`src/shared/cc_chain_map.svh`:
```
// register map, field positions, reset values and timing counts of the chaining block
`ifndef CC_CHAIN_MAP_SVH
`define CC_CHAIN_MAP_SVH
`define CC_CFG_OFS       8'h00
`define CC_FIRST_SETUP_REGISTER_OFS    8'h04
`define CC_NID_OFS       8'h08
`define CC_CMD_OFS       8'h0C
`define CC_STAT_OFS      8'h10
`define CC_IMASK_OFS     8'h14
`define CC_CFG_SRST      7
`define CC_CFG_CHAIN     6
`define CC_CFG_TXEN      5
`define CC_FIRST_SETUP_REGISTER_SPEED  0
`define CC_CFG_RST       8'h00
`define CC_FIRST_SETUP_REGISTER_RST    8'h00
`define CC_IMASK_RST     2'h0
`define CC_CHECK_PATTERN 8'hD1
`define CC_GAP_NS        200
`define CC_CLK_NS        5
`define CC_GAP_CYC       ((`CC_GAP_NS + `CC_CLK_NS - 1) / `CC_CLK_NS)
`define CC_HWRST_CYC     5
`endif

```
`src/shared/cc_pkg.sv`:
```
// types shared by the chaining block
package cc_pkg;
	typedef enum logic [2:0] {
		CC_CMD_NONE   = 3'h0,
		CC_CMD_DIS_TX = 3'h1,
		CC_CMD_DIS_RX = 3'h2,
		CC_CMD_EN_TX  = 3'h3,
		CC_CMD_EN_RX  = 3'h4,
		CC_CMD_CLR_TX = 3'h5,
		CC_CMD_CLR_RX = 3'h6
	} cc_cmd_e;
	typedef enum logic [1:0] {
		CC_RAM_IDLE = 2'h0,
		CC_RAM_WR0  = 2'h1,
		CC_RAM_WR1  = 2'h2
	} cc_ram_e;
	typedef struct packed {
		logic token_rx;
		logic tx_done;
		logic tx_ack;
		logic rx_start;
		logic rx_done;
	} cc_media_s;
endpackage : cc_pkg

```
`src/hdl/cc_rst_filter.sv`:
```
// glitch filter for the hardware reset pin
`timescale 1ns/1ps
`default_nettype none
`include "cc_chain_map.svh"
module cc_rst_filter (
	// clock and bus reset
	input  wire logic pclk,
	input  wire logic presetn,
	// reset pin and filtered result
	input  wire logic hw_reset_n_input,
	output var  logic hw_rst_reg
);
	logic       s1_reg;
	logic       s2_reg;
	logic [2:0] cnt_reg;
	logic       held;
	assign held = (cnt_reg == 3'(`CC_HWRST_CYC - 1));
	always_ff @(posedge pclk or negedge presetn) begin
		if (!presetn) begin
			s1_reg <= 1'b1;
			s2_reg <= 1'b1;
		end else begin
			s1_reg <= hw_reset_n_input;
			s2_reg <= s1_reg;
		end
	end
	// short lows restart the count, so glitches never reach the core
	always_ff @(posedge pclk or negedge presetn) begin
		if (!presetn) begin
			cnt_reg    <= 3'h0;
			hw_rst_reg <= 1'b0;
		end else if (s2_reg) begin
			cnt_reg    <= 3'h0;
			hw_rst_reg <= 1'b0;
		end else if (held) begin
			hw_rst_reg <= 1'b1;
		end else begin
			cnt_reg <= cnt_reg + 3'h1;
		end
	end
endmodule : cc_rst_filter
`default_nettype wire

```
`src/hdl/cc_chain.sv`:
```
// command chaining, status double buffering, interrupt and reset logic
//
// The APB slave port and the placing of the registers were chosen for this implementation.
`timescale 1ns/1ps
`default_nettype none
`include "cc_chain_map.svh"
module cc_chain (
	// clock and reset
	input  wire logic              pclk,
	input  wire logic              presetn,
	input  wire logic              hw_reset_n_input,
	// apb slave
	input  wire logic              psel,
	input  wire logic              penable,
	input  wire logic              pwrite,
	input  wire logic [7:0]        paddr,
	input  wire logic [31:0]       pwdata,
	output var  logic [31:0]       prdata,
	output var  logic              pready,
	output var  logic              pslverr,
	// media engine
	input  wire cc_pkg::cc_media_s media,
	output var  logic              tx_start,
	output var  logic [2:0]        tx_page,
	output var  logic              rx_arm,
	output var  logic [2:0]        rx_page,
	output var  logic              tx_enable,
	output var  logic              core_awake,
	// buffer ram write port
	output var  logic              ram_we,
	output var  logic [10:0]       ram_addr,
	output var  logic [7:0]        ram_wdata,
	// interrupt
	output var  logic              irq
);
	logic        hw_rst;
	logic        core_rst;
	logic [7:0]  cfg_reg, first_setup_register_reg, nid_reg;
	logic [1:0]  imask_reg;
	logic        wr, rd_ok, mapped;
	logic [31:0] rd_data;
	logic        chain, speed;
	logic        cmd_wr;
	logic [2:0]  cmd_page;
	logic        c_dis_tx, c_dis_rx, c_en_tx, c_en_rx, c_clr_tx, c_clr_rx;
	logic [1:0]  txq_v_reg, txq_v_next, rxq_v_reg, rxq_v_next;
	logic [2:0]  txq_p_reg [2], txq_p_next [2], rxq_p_reg [2], rxq_p_next [2];
	logic        tx_act_reg, tx_act_next, rx_busy_reg, rx_busy_next;
	logic [1:0]  txr_v_reg, txr_v_next, txr_a_reg, txr_a_next, rxr_v_reg, rxr_v_next;
	logic [2:0]  rxr_p_reg [2], rxr_p_next [2];
	logic        ta_reg, tma_reg, tma_next;
	logic        tx_start_next, tx_go, rx_go, tx_fin, rx_fin;
	logic        pend, irq_next;
	logic [6:0]  gap_reg;
	logic [6:0]  gap_load;
	cc_pkg::cc_ram_e ram_st_reg, ram_st_next;
	logic        nid_wr;

	cc_rst_filter u_filt (
		.pclk             (pclk),
		.presetn          (presetn),
		.hw_reset_n_input (hw_reset_n_input),
		.hw_rst_reg       (hw_rst)
	);

	// bus decode; answer comes in the first cycle of the access phase, with no wait state
	assign wr      = psel & penable & pready & pwrite;
	assign chain   = cfg_reg[`CC_CFG_CHAIN];
	assign speed   = first_setup_register_reg[`CC_FIRST_SETUP_REGISTER_SPEED];
	assign core_rst = hw_rst | cfg_reg[`CC_CFG_SRST];
	assign mapped  = (paddr == `CC_CFG_OFS) | (paddr == `CC_FIRST_SETUP_REGISTER_OFS) |
		(paddr == `CC_NID_OFS) | (paddr == `CC_CMD_OFS) |
		(paddr == `CC_STAT_OFS) | (paddr == `CC_IMASK_OFS);
	assign rd_ok   = psel & ~penable & ~pwrite & mapped;
	assign cmd_wr  = wr & (paddr == `CC_CMD_OFS) & ~core_rst;
	assign cmd_page = pwdata[5:3];
	assign c_dis_tx = cmd_wr & (pwdata[2:0] == cc_pkg::CC_CMD_DIS_TX);
	assign c_dis_rx = cmd_wr & (pwdata[2:0] == cc_pkg::CC_CMD_DIS_RX);
	assign c_en_tx  = cmd_wr & (pwdata[2:0] == cc_pkg::CC_CMD_EN_TX);
	assign c_en_rx  = cmd_wr & (pwdata[2:0] == cc_pkg::CC_CMD_EN_RX);
	assign c_clr_tx = cmd_wr & (pwdata[2:0] == cc_pkg::CC_CMD_CLR_TX);
	assign c_clr_rx = cmd_wr & (pwdata[2:0] == cc_pkg::CC_CMD_CLR_RX);
	assign nid_wr   = wr & (paddr == `CC_NID_OFS) & ~core_rst & (pwdata[7:0] != 8'h00);
	assign tx_fin   = media.tx_done & tx_act_reg;
	assign rx_fin   = media.rx_done & rx_busy_reg;
	assign tx_go    = media.token_rx & txq_v_reg[0] & ~tx_act_reg & core_awake &
		cfg_reg[`CC_CFG_TXEN];
	assign rx_go    = media.rx_start & rxq_v_reg[0] & ~rx_busy_reg & core_awake;
	assign rd_data  =
		(paddr == `CC_CFG_OFS)    ? {24'h0, cfg_reg} :
		(paddr == `CC_FIRST_SETUP_REGISTER_OFS) ? {24'h0, first_setup_register_reg} :
		(paddr == `CC_NID_OFS)    ? {24'h0, nid_reg} :
		(paddr == `CC_IMASK_OFS)  ? {30'h0, imask_reg} :
		(paddr == `CC_STAT_OFS)   ? {21'h0, rxr_p_reg[0], txq_v_reg, core_awake,
			rxr_v_reg[0], ~rxq_v_reg[0], txr_v_reg[0], chain ? txr_a_reg[0] : tma_reg,
			ta_reg} : 32'h0;

	always_ff @(posedge pclk or negedge presetn) begin
		if (!presetn) begin
			pready  <= 1'b0;
			pslverr <= 1'b0;
			prdata  <= 32'h0;
		end else begin
			pready  <= psel & ~penable & ~pready;
			pslverr <= psel & ~penable & ~mapped;
			prdata  <= rd_ok ? rd_data : 32'h0;
		end
	end

	// configuration and setup survive soft reset, only presetn and the pin filter clear them
	always_ff @(posedge pclk or negedge presetn) begin
		if (!presetn) begin
			cfg_reg    <= `CC_CFG_RST;
			first_setup_register_reg <= `CC_FIRST_SETUP_REGISTER_RST;
		end else if (hw_rst) begin
			cfg_reg    <= `CC_CFG_RST;
			first_setup_register_reg <= `CC_FIRST_SETUP_REGISTER_RST;
		end else begin
			if (wr && paddr == `CC_CFG_OFS)
				cfg_reg <= pwdata[7:0];
			if (wr && paddr == `CC_FIRST_SETUP_REGISTER_OFS)
				first_setup_register_reg <= pwdata[7:0];
		end
	end

	// transmit queue and double-buffered results
	always_comb begin
		txq_v_next    = txq_v_reg;
		txq_p_next    = txq_p_reg;
		tx_act_next   = tx_act_reg;
		txr_v_next    = c_clr_tx ? {1'b0, txr_v_reg[1]} : txr_v_reg;
		txr_a_next    = c_clr_tx ? {1'b0, txr_a_reg[1]} : txr_a_reg;
		tma_next      = tma_reg;
		tx_start_next = 1'b0;
		if (tx_fin) begin
			tma_next = media.tx_ack;
			if (txr_v_next[0]) begin
				txr_v_next[1] = 1'b1;
				txr_a_next[1] = media.tx_ack;
			end else begin
				txr_v_next[0] = 1'b1;
				txr_a_next[0] = media.tx_ack;
			end
		end
		if (tx_fin || c_dis_tx) begin
			txq_v_next    = {1'b0, txq_v_reg[1]};
			txq_p_next[0] = txq_p_reg[1];
			tx_act_next   = 1'b0;
		end
		if (c_en_tx) begin
			if (!txq_v_next[0]) begin
				txq_v_next[0] = 1'b1;
				txq_p_next[0] = cmd_page;
				tma_next      = 1'b0;
			end else if (chain && !txq_v_next[1]) begin
				txq_v_next[1] = 1'b1;
				txq_p_next[1] = cmd_page;
			end
		end
		if (tx_go) begin
			tx_act_next   = 1'b1;
			tx_start_next = 1'b1;
		end
	end

	always_ff @(posedge pclk or negedge presetn) begin
		if (!presetn) begin
			txq_v_reg  <= 2'h0;
			txq_p_reg  <= '{3'h0, 3'h0};
			tx_act_reg <= 1'b0;
			txr_v_reg  <= 2'h0;
			txr_a_reg  <= 2'h0;
			tma_reg    <= 1'b0;
			ta_reg     <= 1'b1;
			tx_start   <= 1'b0;
			tx_page    <= 3'h0;
			tx_enable  <= 1'b0;
		end else if (core_rst) begin
			txq_v_reg  <= 2'h0;
			tx_act_reg <= 1'b0;
			txr_v_reg  <= 2'h0;
			txr_a_reg  <= 2'h0;
			tma_reg    <= 1'b0;
			ta_reg     <= 1'b1;
			tx_start   <= 1'b0;
			tx_enable  <= 1'b0;
		end else begin
			txq_v_reg  <= txq_v_next;
			txq_p_reg  <= txq_p_next;
			tx_act_reg <= tx_act_next;
			txr_v_reg  <= txr_v_next;
			txr_a_reg  <= txr_a_next;
			tma_reg    <= tma_next;
			ta_reg     <= ~txq_v_next[0];
			tx_start   <= tx_start_next;
			tx_page    <= tx_go ? txq_p_reg[0] : tx_page;
			tx_enable  <= cfg_reg[`CC_CFG_TXEN];
		end
	end

	// receive queue; a reception already under way cannot be withdrawn
	always_comb begin
		rxq_v_next   = rxq_v_reg;
		rxq_p_next   = rxq_p_reg;
		rx_busy_next = rx_busy_reg;
		rxr_v_next   = c_clr_rx ? {1'b0, rxr_v_reg[1]} : rxr_v_reg;
		rxr_p_next[0] = c_clr_rx ? rxr_p_reg[1] : rxr_p_reg[0];
		rxr_p_next[1] = rxr_p_reg[1];
		if (rx_fin) begin
			if (rxr_v_next[0]) begin
				rxr_v_next[1] = 1'b1;
				rxr_p_next[1] = rxq_p_reg[0];
			end else begin
				rxr_v_next[0] = 1'b1;
				rxr_p_next[0] = rxq_p_reg[0];
			end
		end
		if (rx_fin || (c_dis_rx && !rx_busy_reg)) begin
			rxq_v_next    = {1'b0, rxq_v_reg[1]};
			rxq_p_next[0] = rxq_p_reg[1];
			rx_busy_next  = 1'b0;
		end
		if (c_en_rx) begin
			if (!rxq_v_next[0]) begin
				rxq_v_next[0] = 1'b1;
				rxq_p_next[0] = cmd_page;
			end else if (chain && !rxq_v_next[1]) begin
				rxq_v_next[1] = 1'b1;
				rxq_p_next[1] = cmd_page;
			end
		end
		if (rx_go)
			rx_busy_next = 1'b1;
	end

	always_ff @(posedge pclk or negedge presetn) begin
		if (!presetn) begin
			rxq_v_reg   <= 2'h0;
			rxq_p_reg   <= '{3'h0, 3'h0};
			rx_busy_reg <= 1'b0;
			rxr_v_reg   <= 2'h0;
			rxr_p_reg   <= '{3'h0, 3'h0};
			rx_arm      <= 1'b0;
			rx_page     <= 3'h0;
		end else if (core_rst) begin
			rxq_v_reg   <= 2'h0;
			rx_busy_reg <= 1'b0;
			rxr_v_reg   <= 2'h0;
			rx_arm      <= 1'b0;
		end else begin
			rxq_v_reg   <= rxq_v_next;
			rxq_p_reg   <= rxq_p_next;
			rx_busy_reg <= rx_busy_next;
			rxr_v_reg   <= rxr_v_next;
			rxr_p_reg   <= rxr_p_next;
			rx_arm      <= rxq_v_next[0];
			rx_page     <= rxq_p_next[0];
		end
	end

	// interrupt: any clear drops the line so the next event shows as a new edge
	assign pend = chain ?
		((txr_v_reg[0] & imask_reg[0]) | (rxr_v_reg[0] & imask_reg[1])) :
		((ta_reg & imask_reg[0]) | (~rxq_v_reg[0] & imask_reg[1]));
	assign irq_next = pend & (gap_reg == 7'h0) & ~c_clr_tx & ~c_clr_rx;
	assign gap_load = speed ? 7'(`CC_GAP_CYC) : 7'(2 * `CC_GAP_CYC);

	always_ff @(posedge pclk or negedge presetn) begin
		if (!presetn) begin
			irq       <= 1'b0;
			gap_reg   <= 7'h0;
			imask_reg <= `CC_IMASK_RST;
		end else if (core_rst) begin
			irq       <= 1'b0;
			gap_reg   <= 7'h0;
			imask_reg <= `CC_IMASK_RST;
		end else begin
			irq       <= irq_next;
			gap_reg   <= (irq && !irq_next) ? gap_load :
				(gap_reg != 7'h0) ? gap_reg - 7'h1 : 7'h0;
			if (wr && paddr == `CC_IMASK_OFS)
				imask_reg <= pwdata[1:0];
		end
	end

	// node identifier wake-up and the two buffer writes
	always_comb begin
		ram_st_next = ram_st_reg;
		unique case (ram_st_reg)
			cc_pkg::CC_RAM_IDLE: if (nid_wr) ram_st_next = cc_pkg::CC_RAM_WR0;
			cc_pkg::CC_RAM_WR0:  ram_st_next = cc_pkg::CC_RAM_WR1;
			cc_pkg::CC_RAM_WR1:  ram_st_next = cc_pkg::CC_RAM_IDLE;
			default:             ram_st_next = cc_pkg::CC_RAM_IDLE;
		endcase
	end

	always_ff @(posedge pclk or negedge presetn) begin
		if (!presetn) begin
			ram_st_reg <= cc_pkg::CC_RAM_IDLE;
			nid_reg    <= 8'h00;
			core_awake <= 1'b0;
			ram_we     <= 1'b0;
			ram_addr   <= 11'h000;
			ram_wdata  <= 8'h00;
		end else if (core_rst) begin
			ram_st_reg <= cc_pkg::CC_RAM_IDLE;
			nid_reg    <= 8'h00;
			core_awake <= 1'b0;
			ram_we     <= 1'b0;
		end else begin
			ram_st_reg <= ram_st_next;
			if (wr && paddr == `CC_NID_OFS)
				nid_reg <= pwdata[7:0];
			core_awake <= core_awake | nid_wr;
			ram_we     <= (ram_st_next != cc_pkg::CC_RAM_IDLE);
			ram_addr   <= (ram_st_next == cc_pkg::CC_RAM_WR1) ? 11'h001 : 11'h000;
			ram_wdata  <= (ram_st_next == cc_pkg::CC_RAM_WR1) ? nid_reg : `CC_CHECK_PATTERN;
		end
	end
endmodule : cc_chain
`default_nettype wire

```
`config.mk`:
```
export PLATFORM = sky130hd
export DESIGN_NAME = cc_chain
export DESIGN_NICKNAME = d
export VERILOG_FILES = /design/src/shared/cc_pkg.sv /design/src/hdl/cc_rst_filter.sv /design/src/hdl/cc_chain.sv
export VERILOG_INCLUDE_DIRS = /design/src /design/src/shared
export SDC_FILE = /design/constraint.sdc
export NUM_CORES = 1
export LEC_CHECK = 0
export BUFFER_PORTS_ARGS = -buffer_cell sky130_fd_sc_hd__buf_2
export CORE_UTILIZATION = 49
export DETAILED_ROUTE_END_ITERATION = 7
export PLACE_DENSITY = 0.77
export SYNTH_ARGS = -nofsm -noshare
export SYNTH_HDL_FRONTEND = slang
export SYNTH_SLANG_ARGS = --single-unit
```
`constraint.sdc`:
```
create_clock -name pclk -period 2.3 [get_ports pclk]
set_input_delay 0.115 -clock pclk [delete_from_list [all_inputs] [get_ports pclk]]
set_output_delay 0.115 -clock pclk [all_outputs]
set_load 0.02 [all_outputs]
```
Word level (Yosys, flattened, before mapping)
Index checks and enable logic that the tools add are counted.
{ "op_classes": {"muxes": 84, "n_bitwise": 55, "n_reduce_logical": 31, "n_eq_ne": 15, "add_sub_neg": 2} }
{ "op_table": {"columns": ["operator", "n"], "rows": [
  ["two-way mux 11 bit", 6],
  ["two-way mux 8 bit", 7],
  ["two-way mux 3 bit", 13],
  ["two-way mux 2 bit", 19],
  ["AND 1 bit", 35],
  ["two-way mux 1 bit", 31],
  ["two-way mux 7 bit", 4],
  ["two-way mux 6 bit", 3],
  ["== test 8 x 4 -> 1 bit, second input constant", 2],
  ["== test 8 x 5 -> 1 bit, second input constant", 2],
  ["== test 3 bit, second input constant", 4],
  ["nonzero test 2 bit", 6],
  ["NOT 1 bit", 11],
  ["bitwise OR 1 bit", 9],
  ["== test 8 x 3 -> 1 bit, second input constant", 1],
  ["logical AND 1 bit", 8],
  ["logical NOT 8 bit", 1],
  ["AND reduction 4 bit", 2],
  ["nonzero test 8 bit", 1],
  ["logical NOT 7 bit", 1],
  ["nonzero test 7 bit", 1],
  ["subtractor 7 x 1 -> 7 bit, second input constant", 1],
  ["== test 3 x 2 -> 1 bit, second input constant", 2],
  ["nonzero test 3 bit", 2],
  ["other kinds (11)", 15]
]} }
{ "word_totals": {"in_bits": 51, "register_bits": 114, "out_inout_bits": 65} }

Longest topological paths before layout
Gate-level depths: netlist of the first run.
{ "logic_depth": {"ltp_word": 15, "mapped_depth": 8} }

Hierarchy
A second synthesis of the first run with hierarchy kept.
{ "unflattened": {"cells_unflattened": 540, "hier_area_um2": 5205.0} }
{ "modules_own_cells": {"columns": ["mod", "cells_each", "area_per_inst_um2", "instances", "seq_area_each_um2"], "rows": [
  ["cc_chain", 519, 4949.7, 1, 2428.6],
  ["cc_rst_filter", 21, 255.2, 1, 152.6]
]} }

Worst setup path before layout of the first run
OpenSTA, ideal clock, no wires.
{ "synth_timing": {"path_type": "flip-flop to flip-flop", "startpoint": "reg cfg_reg[7]", "endpoint": "reg rxq_p_reg[0] (netlist bit)", "arrival_time_ns": 2.154, "n_path_buf": 0, "stages_incl_launch_ff": 6, "path_slack_ns": 0.018, "path_cell_list": "dfrtp_1 nor4bb_1 nor3b_2 a21oi_1 a211o_1 mux2_1"} }
{ "synth_between": {"elab_chain_cells": 10} }
{ "synth_rtl": {"columns": ["element", "line_no", "source"], "rows": [
  ["start, declared", "cc_chain.sv:38", "logic [7:0] cfg_reg, first_setup_register_reg, nid_reg;"],
  ["start signal, assigned", "cc_chain.sv:113", "cfg_reg <= `CC_CFG_RST;"],
  ["start signal, assigned", "cc_chain.sv:116", "cfg_reg <= `CC_CFG_RST;"],
  ["start signal, assigned", "cc_chain.sv:120", "cfg_reg <= pwdata[7:0];"],
  ["bitwise OR 1 bit *", "cc_chain.sv:70", "assign core_rst = hw_rst | cfg_reg[`CC_CFG_SRST];"],
  ["NOT 1 bit (no source line) *", null, null],
  ["AND 1 bit", "cc_chain.sv:75", "assign cmd_wr = wr & (paddr == `CC_CMD_OFS) & ~core_rst;"],
  ["AND 1 bit", "cc_chain.sv:78", "assign c_dis_rx = cmd_wr & (pwdata[2:0] == cc_pkg::CC_CMD_DIS_RX);"],
  ["logical AND 1 bit", "cc_chain.sv:218", "if (rx_fin || (c_dis_rx && !rx_busy_reg)) begin"],
  ["logical OR 1 bit", "cc_chain.sv:218", null],
  ["two-way mux 2 bit", "cc_chain.sv:218", null],
  ["logical NOT 1 bit", "cc_chain.sv:227", "end else if (chain && !rxq_v_next[1]) begin"],
  ["logical AND 1 bit", "cc_chain.sv:227", null],
  ["AND reduction 4 bit (no source line) *", null, null],
  ["end signal, assigned", "cc_chain.sv:239", "rxq_p_reg <= '{3'h0, 3'h0};"],
  ["end signal, assigned", "cc_chain.sv:252", "rxq_p_reg <= rxq_p_next;"],
  ["end, declared", "cc_chain.sv:47", "logic [2:0] txq_p_reg [2], txq_p_next [2], rxq_p_reg [2], rxq_p_next [2];"]
]} }
Mark *: on every way between the ends. The rest lies on a longest branch, timed or not.
A chain may end at the register's enable or synchronous reset.

Worst setup path after layout of the first run
{ "layout_timing": {"startpoint": "reg cfg_reg[7]", "endpoint": "reg rxq_p_reg[2] (netlist bit)"} }
The elaborated chain is that of the path after synthesis.

==> metrics, run 1 <==
run status=complete, no violations; number of synthesized register bits=103; leading cell type in the layout, fill and taps excluded=sky130_fd_sc_hd__dfrtp_1; Reg2Reg Setup Slack=0.11 ns; Layout area overhead=13.03%; area of all placed cells without fillers=5645 sq um; routed via count divided by cell count=5.557; smallest setup slack after layout=0.1094 ns; register name with the most flops=prdata; Most common cell on crit path=sky130_fd_sc_hd__a21oi_1; Final Max Slew Viols=0; first-iteration detailed-routing DRC count=294; cells along the critical path=nor4bb_1 > buf_4 > nor3b_2 > a21oi_1 > a21oi_1 > a211o_1 > mux2_2; Critical-path top delay cell=sky130_fd_sc_hd__dfrtp_1; IO Pins=116; clock tree skew after final layout=roughly 0.01 ns; post-detailed-route count of antenna-violating nets=0; clock tree root driver cell=sky130_fd_sc_hd__clkbuf_8; Ys Warns=0; IR Drop Worst-Case VDD=about 0.33 mV; number of enable-type register cells in the synthesized netlist=0; Post-Syn Area=4995 sq um; fraction of registers with async set/reset=100.0%; cell depth of the worst setup path=7; wire length of the first global-routing pass=~18,000 um; cell family with most CP delay=compound AO/OA/AOI/OAI gates; number of clock sinks seen by CTS=103; H-tree depth=3; number of global-route vias before repair=about 3,700; synthesized area per cell=10.11 sq um; Final Critical Period=2.191 ns; Setup WS pre-CTS=-0.02326 ns; number of flip-flops under the largest register name=11; maximum buffer depth of the clock tree=2; CTS tree=yes; delay of the slowest cell on the worst path=0.46 ns; Final HPWL DP=between 8000 and 9000 um; normalized max-slew margin=52.91%; fin crit share=95.24%; Remaining DRCs=0; count of mapped cells out of synthesis=494; buffering stage count on the worst path with inverters included=1; length of the first detailed-routing pass in iterations=4; Pleak=2.856 nW; HP Class=in -> reg; critical path start-end classification=reg -> reg; largest net degree at the start of global routing=57; signal arrival time at the worst endpoint=2.45 ns; end of the worst register-to-register path=rxq_p_reg[2]; origin of the worst min-delay path=media[2]; area taken by multi-input logic gates=roughly 2200 sq um; endpoints failing hold=0; instance area after placement=between 5000 and 6000 sq um; sequential element share of the synthesized area=roughly 52%; top_reg_cell synth=sky130_fd_sc_hd__dfrtp_1; Hold Path Stages=2; Critical Path Sink Type=flop; number of different library cells in the post-synthesis netlist=63; effective utilization at floorplan=50.87%; placer congestion estimate=0.8694; max-cap check violation count=0; highest-count cells in the layout ignoring fill and taps=sky130_fd_sc_hd__dfrtp_1 (100), sky130_fd_sc_hd__nor2_1 (76), sky130_fd_sc_hd__buf_2 (59); number of setup violations in the final report=0; fin nets=621; slew at the pin closest to its max-slew limit=0.7063 ns; pwr dens=approximately 630 nW/um^2; register area=2581 sq um; Avg WL per Cell=between 15 and 20 um; die height=103.0 um; number of antenna violations at the first check in global routing=0; share of final-layout standard cells stronger than drive strength 1=between 20% and 30%; reg-to-reg startpoint=cfg_reg[7]; Worst Path Required=2.56 ns; clk_lat worst skew=approximately 0.36 ns; Max Freq=0.4565 GHz; width of the die=103.0 um; area of the die=approximately 11,000 sq um; # diodes=0; total vias in the final route=about 4,000; clk slew on worst S/H paths=0.10 ns; Std-Cell Rows=36; Core Region=9819 sq um; total global-route track usage=23.04%; crit path max fanout=7; CTS buffer count=9; launching instance or port of the critical path=cfg_reg[7]; buffers added on ports=60; element type at the critical path start=flop; hold slack=a little under 0.04 ns; final global-route overflow total=0; final WL=11,430 um; fill cell count=867; worst r2r path cells=7; total setup buffers inserted after CTS=0; hold-critical path endpoint=txr_a_reg[0]
==> power by group <==
group | internal [mW] | switching, mW | total [mW]
clock network | 0.453 | 0.580 | 1.03
registers | 1.91 | 0.0913 | 2.00
logic | 0.182 | 0.314 | 0.497
==> synth_stat cells, types with 6 or more instances <==
cell,number,area (sq um)
sky130_fd_sc_hd__a21oi_1,36,180.2
sky130_fd_sc_hd__o22ai_1,10,62.56
sky130_fd_sc_hd__buf_4,35,262.8
sky130_fd_sc_hd__nor2_1,76,285.3
sky130_fd_sc_hd__clkbuf_1,14,52.55
sky130_fd_sc_hd__nand2_1,30,112.6
sky130_fd_sc_hd__and2_1,8,50.05
sky130_fd_sc_hd__nand3_1,6,30.03
sky130_fd_sc_hd__dfrtp_1,100,2502
sky130_fd_sc_hd__or3_1,9,56.30
sky130_fd_sc_hd__nor3_1,9,45.04
sky130_fd_sc_hd__mux2_2,9,101.4
sky130_fd_sc_hd__mux2i_1,34,340.3
sky130_fd_sc_hd__o21ai_0,10,50.05
sky130_fd_sc_hd__a22o_1,9,78.83
sky130_fd_sc_hd__inv_1,15,56.30
sky130_fd_sc_hd__nor4_1,6,37.54
==> how the worst max path moves through the flow <==
| stage | end | slack, ns |
|---|---|---|
| after floorplan | rxq_p_reg[0] | 0.02 |
| after global placement | txq_p_reg[3] | 0.05 |
| after detailed placement | rxr_p_reg[5] | -0.02 |
| after CTS | rxq_p_reg[0] | 0.12 |
| after global routing | rxq_p_reg[2] | -0.006 |
| final | rxq_p_reg[2] | 0.11 |
==> per-stage QoR <==
| step | TNS [ns] | util [%] | std cells | power (mW) |
|---|---|---|---|---|
| finish | 0 | 57.49 | 705 | 3.533 |
| global route | -0.005801 | 57.49 | 705 | 3.723 |
| CTS | 0 | 57.24 | 705 | 3.550 |
| detailed placement | -0.06482 | 55.22 | 687 | 2.533 |
| global placement | 0 | 55.22 | 687 | 2.506 |
| floorplan | 0 | - | 524 | 2.379 |
==> kinds of logic after synthesis <==
group                      Yosys count  share of synthesized area, %
and+or+nand+nor                    174                         17.03
xor gates and xnor gates             5                        0.8769
other                                1                       0.07508
adders and majority gates            3                        0.7516
DFF                                103                         51.68
AOI/OAI and AO/OA                   96                         12.60
buffers and inverters               68                         7.916
muxes                               44                         9.068
==> metal layers <==
metal,part of all wire [%],wire (um),global-route usage [%],vias to the layer above
met5,0,0,0,-
met4,2.0,229,7.584,0
met3,6.2,708,3.932,18
met2,48,5448,36.00,173
met1,44,5042,32.81,1921
li1,-,-,-,1806
==> timing repair <==
action | CTS | global route
hold buffers | 2 | 0
resized for setup | 0 | 5
endpoints found under the setup margin | 0 | 4
endpoints found under the hold margin | 54 | 0
==> final cells by class <==
class | instances | share of cell area (%)
repair buffers | 85 | 8.998
flip-flops and latches | 103 | 45.72
multi-input cells | 353 | 38.19
inverters | 15 | 0.9973
clock inverters | 3 | 0.3324
well taps | 133 | 2.948
clock buffers | 13 | 2.815
No activity file was read; power rests on OpenSTA's default activity.
==> inputs of run 2 (changes only) <==
--- a/config.mk
+++ b/config.mk
@@ -9,5 +9,5 @@
 export BUFFER_PORTS_ARGS = -buffer_cell sky130_fd_sc_hd__buf_2
-export CORE_UTILIZATION = 49
+export CAP_MARGIN = 20
+export CORE_UTILIZATION = 30
 export DETAILED_ROUTE_END_ITERATION = 7
-export PLACE_DENSITY = 0.77
 export SYNTH_ARGS = -nofsm -noshare
==> constraint.sdc (replaced) <==
create_clock -name pclk -period 2.3 [get_ports pclk]
set_input_delay 0.46 -clock pclk [delete_from_list [all_inputs] [get_ports pclk]]
set_output_delay 0.46 -clock pclk [all_outputs]
set_load 0.02 [all_outputs]
==> metrics, run 2 (synthesis gave the netlist of run 1 again) <==
clock tree skew after final layout=0.009232 ns; Remaining DRCs=0; maximum buffer depth of the clock tree=2; number of antenna violations at the first check in global routing=0; Avg WL per Cell=around 16 um; switching part of the total=26.93%; Final HPWL DP=9453 um; Layout area overhead=19.91%; endpoints failing hold=0; register name with the most flops=prdata; share of total power in sequential cells=49.4%; area of the die=17,170 sq um; Max Freq=around 0.46 GHz; Core Region=roughly 16,000 sq um; length of the first detailed-routing pass in iterations=4; leading cell type in the layout, fill and taps excluded=sky130_fd_sc_hd__dfrtp_1; worst r2r path cells=7; width of the die=between 100 and 150 um; HP Class=in -> async; Setup WS pre-CTS=-0.3788 ns; reg-to-reg startpoint=pready; total negative slack=0 ns; IO Pins=116; crit path max fanout=4; clk_lat worst skew=roughly 0.35 ns; share of power burned in the clock network=38.1%; Net Switching=between 1 and 1.5 mW; last element of the critical path=rxr_p_reg[3]; number of standard cells in the layout, taps in and fillers out=between 800 and 900; total vias in the final route=3,945; largest net degree at the start of global routing=46; share of final-layout standard cells stronger than drive strength 1=24.10%; internal cell power=about 3.0 mW; Comb pwr share=12.6%; Std-Cell Rows=46; fin crit share=95.41%; final global-route overflow total=0; Worst Path Required=2.55 ns; clk slew on worst S/H paths=~0.070 ns; element type at the critical path start=input pin; end of the worst register-to-register path=rxr_p_reg[3]; # diodes=0; total global-route track usage=16.08%; H-tree depth=3; highest-count cells in the layout ignoring fill and taps=sky130_fd_sc_hd__dfrtp_1 (100), sky130_fd_sc_hd__nor2_1 (76), sky130_fd_sc_hd__buf_2 (59); number of setup violations in the final report=0; hold slack=0.08169 ns; IR Drop Worst-Case VDD=between 0.3 and 0.4 mV; number of buffers inserted by hold repair at cts=0; CTS tree=yes; CTS buffer count=9; post-detailed-route count of antenna-violating nets=0; run status=complete, no violations; placer congestion estimate=0.8112; fin nets=634; final WL=approximately 13,000 um; Pleak=around 3.0 nW; signal arrival time at the worst endpoint=2.44 ns; buffers added on ports=60; dpl cells=785; Final Critical Period=2.195 ns; first-iteration detailed-routing DRC count=233; effective utilization at floorplan=31.10%; wire length of the first global-routing pass=20,500 um; smallest setup slack after layout=roughly 0.11 ns; launching instance or port of the critical path=paddr[1]; number of flip-flops under the largest register name=11; routed via count divided by cell count=slightly below 5; slew at the pin closest to its max-slew limit=0.6715 ns; Critical Path Sink Type=flop; normalized max-slew margin=54.66%; number of global-route vias before repair=3,886; critical path start-end classification=in -> reg; pwr dens=678.9 nW/um^2; max-cap check violation count=0; total setup buffers inserted after CTS=0; die height=131.0 um; Final Max Slew Viols=0; setup repair after global routing missed its margin=no; Reg2Reg Setup Slack=around 0.17 ns; number of clock sinks seen by CTS=between 100 and 150; clock tree root driver cell=sky130_fd_sc_hd__clkbuf_16
[run 2: how the worst min path moves through the flow]
stage | start | to | slack [ns]
final | presetn | prdata[7] | 0.08
after global routing | presetn | pready | 0.13
after CTS | presetn | first_setup_register_reg[0] | 0.11
after detailed placement | u_filt.s1_reg | u_filt.s2_reg | 0.35
after global placement | u_filt.s1_reg | u_filt.s2_reg | 0.35
after floorplan | presetn | cfg_reg[0] | 0.16
[run 2: worst max-delay path: stages]
cell	delay, ns
sky130_fd_sc_hd__buf_2	0.10
sky130_fd_sc_hd__or4_4	0.55
sky130_fd_sc_hd__nor4_1	0.28
sky130_fd_sc_hd__buf_4	0.18
sky130_fd_sc_hd__nor2b_2	0.22
sky130_fd_sc_hd__mux2i_4	0.32
sky130_fd_sc_hd__nand2_1	0.13
sky130_fd_sc_hd__o21a_1	0.20
[run 2: cell type report]
| cell class | count | area [sq um] |
|---|---|---|
| clock buffer | 12 | 246.5 |
| sequential | 103 | 2581 |
| fill | 1603 | 10070 |
| tap | 216 | 270.3 |
| clock inverter | 4 | 45.04 |
| inverter | 15 | 56.30 |
| timing repair buffer | 98 | 613.1 |
| multi-input combinational | 353 | 2177 |
[run 2: per-stage QoR]
step           instance area [sq um]  power, mW  util [%]
4_1_cts                         5956      4.110     37.09
2_1_floorplan                   5117      2.380         -
5_1_grt                         5989      4.277     37.30
3_5_place_dp                    5658      2.552     35.23
3_3_place_gp                    5658      2.522     35.23
6_report                        5989      4.066     37.30
[run 2: power groups by stage]
stage / Clock, mW / Sequential [mW] / Combinational [mW]
6_report: 1.55 / 2.01 / 0.510
3_5_place_dp: 0 / 2.04 / 0.508
2_1_floorplan: 0 / 2.03 / 0.355
5_1_grt: 1.67 / 2.02 / 0.583
3_3_place_gp: 0 / 2.04 / 0.485
4_1_cts: 1.59 / 2.01 / 0.511
[run 2: per-layer routing]
layer	global-route usage, %	vias up	wire length [um]
met3	2.809	15	733
met2	24.65	120	5934
met1	22.19	1969	5939
li1	-	1841	-
met4	7.167	0	246
met5	0	-	0
[run 2: timing repair]
item                                   4_1_cts  5_1_grt
endpoints found under the hold margin        0        0
setup endpoints to repair                    3       13
gates resized for setup                      1        5
pin swaps                                    0        0
==> inputs of run 3 (changes only) <==
PLACE_DENSITY = 0.53   (was not set)
==> metrics, run 3 (synthesis gave the netlist of run 1 again) <==
Setup WS pre-CTS=-0.4410 ns; crit path max fanout=8; Layout area overhead=21.94%; switching part of the total=between 20% and 30%; internal cell power=2.952 mW; area of all placed cells without fillers=6091 sq um; Reg2Reg Setup Slack=around 0.14 ns; number of antenna violations at the first check in global routing=0; share of final-layout standard cells stronger than drive strength 1=25.96%; normalized max-slew margin=a little over half; maximum buffer depth of the clock tree=2; effective utilization at floorplan=~31%; register name with the most flops=prdata; Final Util=37.93%; Remaining DRCs=0; first-iteration detailed-routing DRC count=216; end of the worst register-to-register path=rxq_p_reg[0]; HP Class=in -> async; Core Region=16,060 sq um; buffers added on ports=60; critical path start-end classification=in -> reg; H-tree depth=3; Comb pwr share=12.8%; length of the first detailed-routing pass in iterations=4; placer congestion estimate=between 0.8 and 0.9; sum of internal, switching and leakage power=4.076 mW; Final Max Slew Viols=0; number of setup violations in the final report=0; slew at the pin closest to its max-slew limit=0.6898 ns; endpoints failing hold=0; launching instance or port of the critical path=paddr[1]; last element of the critical path=cfg_reg[5]; run status=complete, no violations; share of total power in sequential cells=49.3%; total vias in the final route=3,914; number of standard cells in the layout, taps in and fillers out=813; highest-count cells in the layout ignoring fill and taps=sky130_fd_sc_hd__dfrtp_1 (100), sky130_fd_sc_hd__nor2_1 (76), sky130_fd_sc_hd__buf_2 (59); Net Switching=1.124 mW; total setup buffers inserted after CTS=0; element type at the critical path start=input pin; number of global-route vias before repair=3,850; smallest setup slack after layout=0.1329 ns; clock tree root driver cell=sky130_fd_sc_hd__clkbuf_16; # diodes=0; Final Critical Period=2.167 ns; instance area after placement=5748 sq um; Max Freq=0.4614 GHz; fin nets=646; reg-to-reg startpoint=u_filt.hw_rst_reg; Critical Path Sink Type=flop; final global-route overflow total=0; Std-Cell Rows=46; CTS tree=yes; IO Pins=116; worst r2r path cells=7; clk_lat worst skew=0.35 ns; routed via count divided by cell count=4.814; wire length of the first global-routing pass=slightly above 20,000 um; clock tree skew after final layout=0.005766 ns; Worst Path Required=between 2 and 3 ns; die height=131.0 um; dpl cells=797; IR Drop Worst-Case VDD=0.4450 mV; max-cap check violation count=0; number of clock sinks seen by CTS=between 100 and 150; total negative slack=0 ns; CTS buffer count=9; area of the die=17,170 sq um; setup repair after global routing missed its margin=no; Avg WL per Cell=between 15 and 20 um; clk slew on worst S/H paths=0.07 ns; pwr dens=669.2 nW/um^2; width of the die=131.0 um; total global-route track usage=16.23%; final WL=13,190 um; hold slack=0.08468 ns; number of flip-flops under the largest register name=11; Final HPWL DP=9699 um; signal arrival time at the worst endpoint=2.40 ns; Pleak=3.026 nW; leading cell type in the layout, fill and taps excluded=sky130_fd_sc_hd__dfrtp_1; share of power burned in the clock network=37.9%; post-detailed-route count of antenna-violating nets=0; largest net degree at the start of global routing=41; fin crit share=a little over nine tenths
[run 3: power by group through the flow]
| stage | combinational [mW] | clock, mW | sequential, mW |
|---|---|---|---|
| 4_1_cts | 0.526 | 1.59 | 2.01 |
| 3_3_place_gp | 0.502 | 0 | 2.04 |
| 3_5_place_dp | 0.522 | 0 | 2.04 |
| 2_1_floorplan | 0.355 | 0 | 2.03 |
| 6_report | 0.522 | 1.55 | 2.01 |
| 5_1_grt | 0.583 | 1.66 | 2.02 |
[run 3: worst min path at each step]
stage,start,endpoint,slack [ns],cells past startpoint
after floorplan,presetn,cfg_reg[0],0.16,0
after global placement,u_filt.s1_reg,u_filt.s2_reg,0.35,0
after detailed placement,u_filt.s1_reg,u_filt.s2_reg,0.35,0
after CTS,presetn,prdata[9],0.10,1
after global routing,presetn,prdata[9],0.13,1
final,presetn,prdata[9],0.08,1
[run 3: worst max-delay path, cell delays in order]
cell and delay, ns:
sky130_fd_sc_hd__buf_2 0.11, sky130_fd_sc_hd__or4_4 0.55, sky130_fd_sc_hd__or2_4 0.25, sky130_fd_sc_hd__or3_1 0.32, sky130_fd_sc_hd__or3_1 0.31, sky130_fd_sc_hd__buf_4 0.19, sky130_fd_sc_hd__mux2i_1 0.15, sky130_fd_sc_hd__nor2_1 0.06
[run 3: final cells by class]
type,count,area (sq um)
inverters,15,56.30
fillers,1625,9967
repair buffers,110,703.2
well taps,216,270.3
clock buffers,9,225.2
clock inverters,7,73.82
flip-flops and latches,103,2581
multi-input cells,353,2181
[run 3: per-layer routing]
layer | wire length [um] | global-route usage [%] | vias up
met3 | 703 | 3.827 | 11
met2 | 5989 | 25.33 | 115
met1 | 6329 | 22.37 | 1927
li1 | - | - | 1861
met4 | 168 | 4.665 | 0
met5 | 0 | 0 | -
[run 3: what timing repair did]
action                     CTS  global route
cloned                       0             0
setup endpoints to repair    5            14
hold buffers                 0             0
resized for setup            1             6
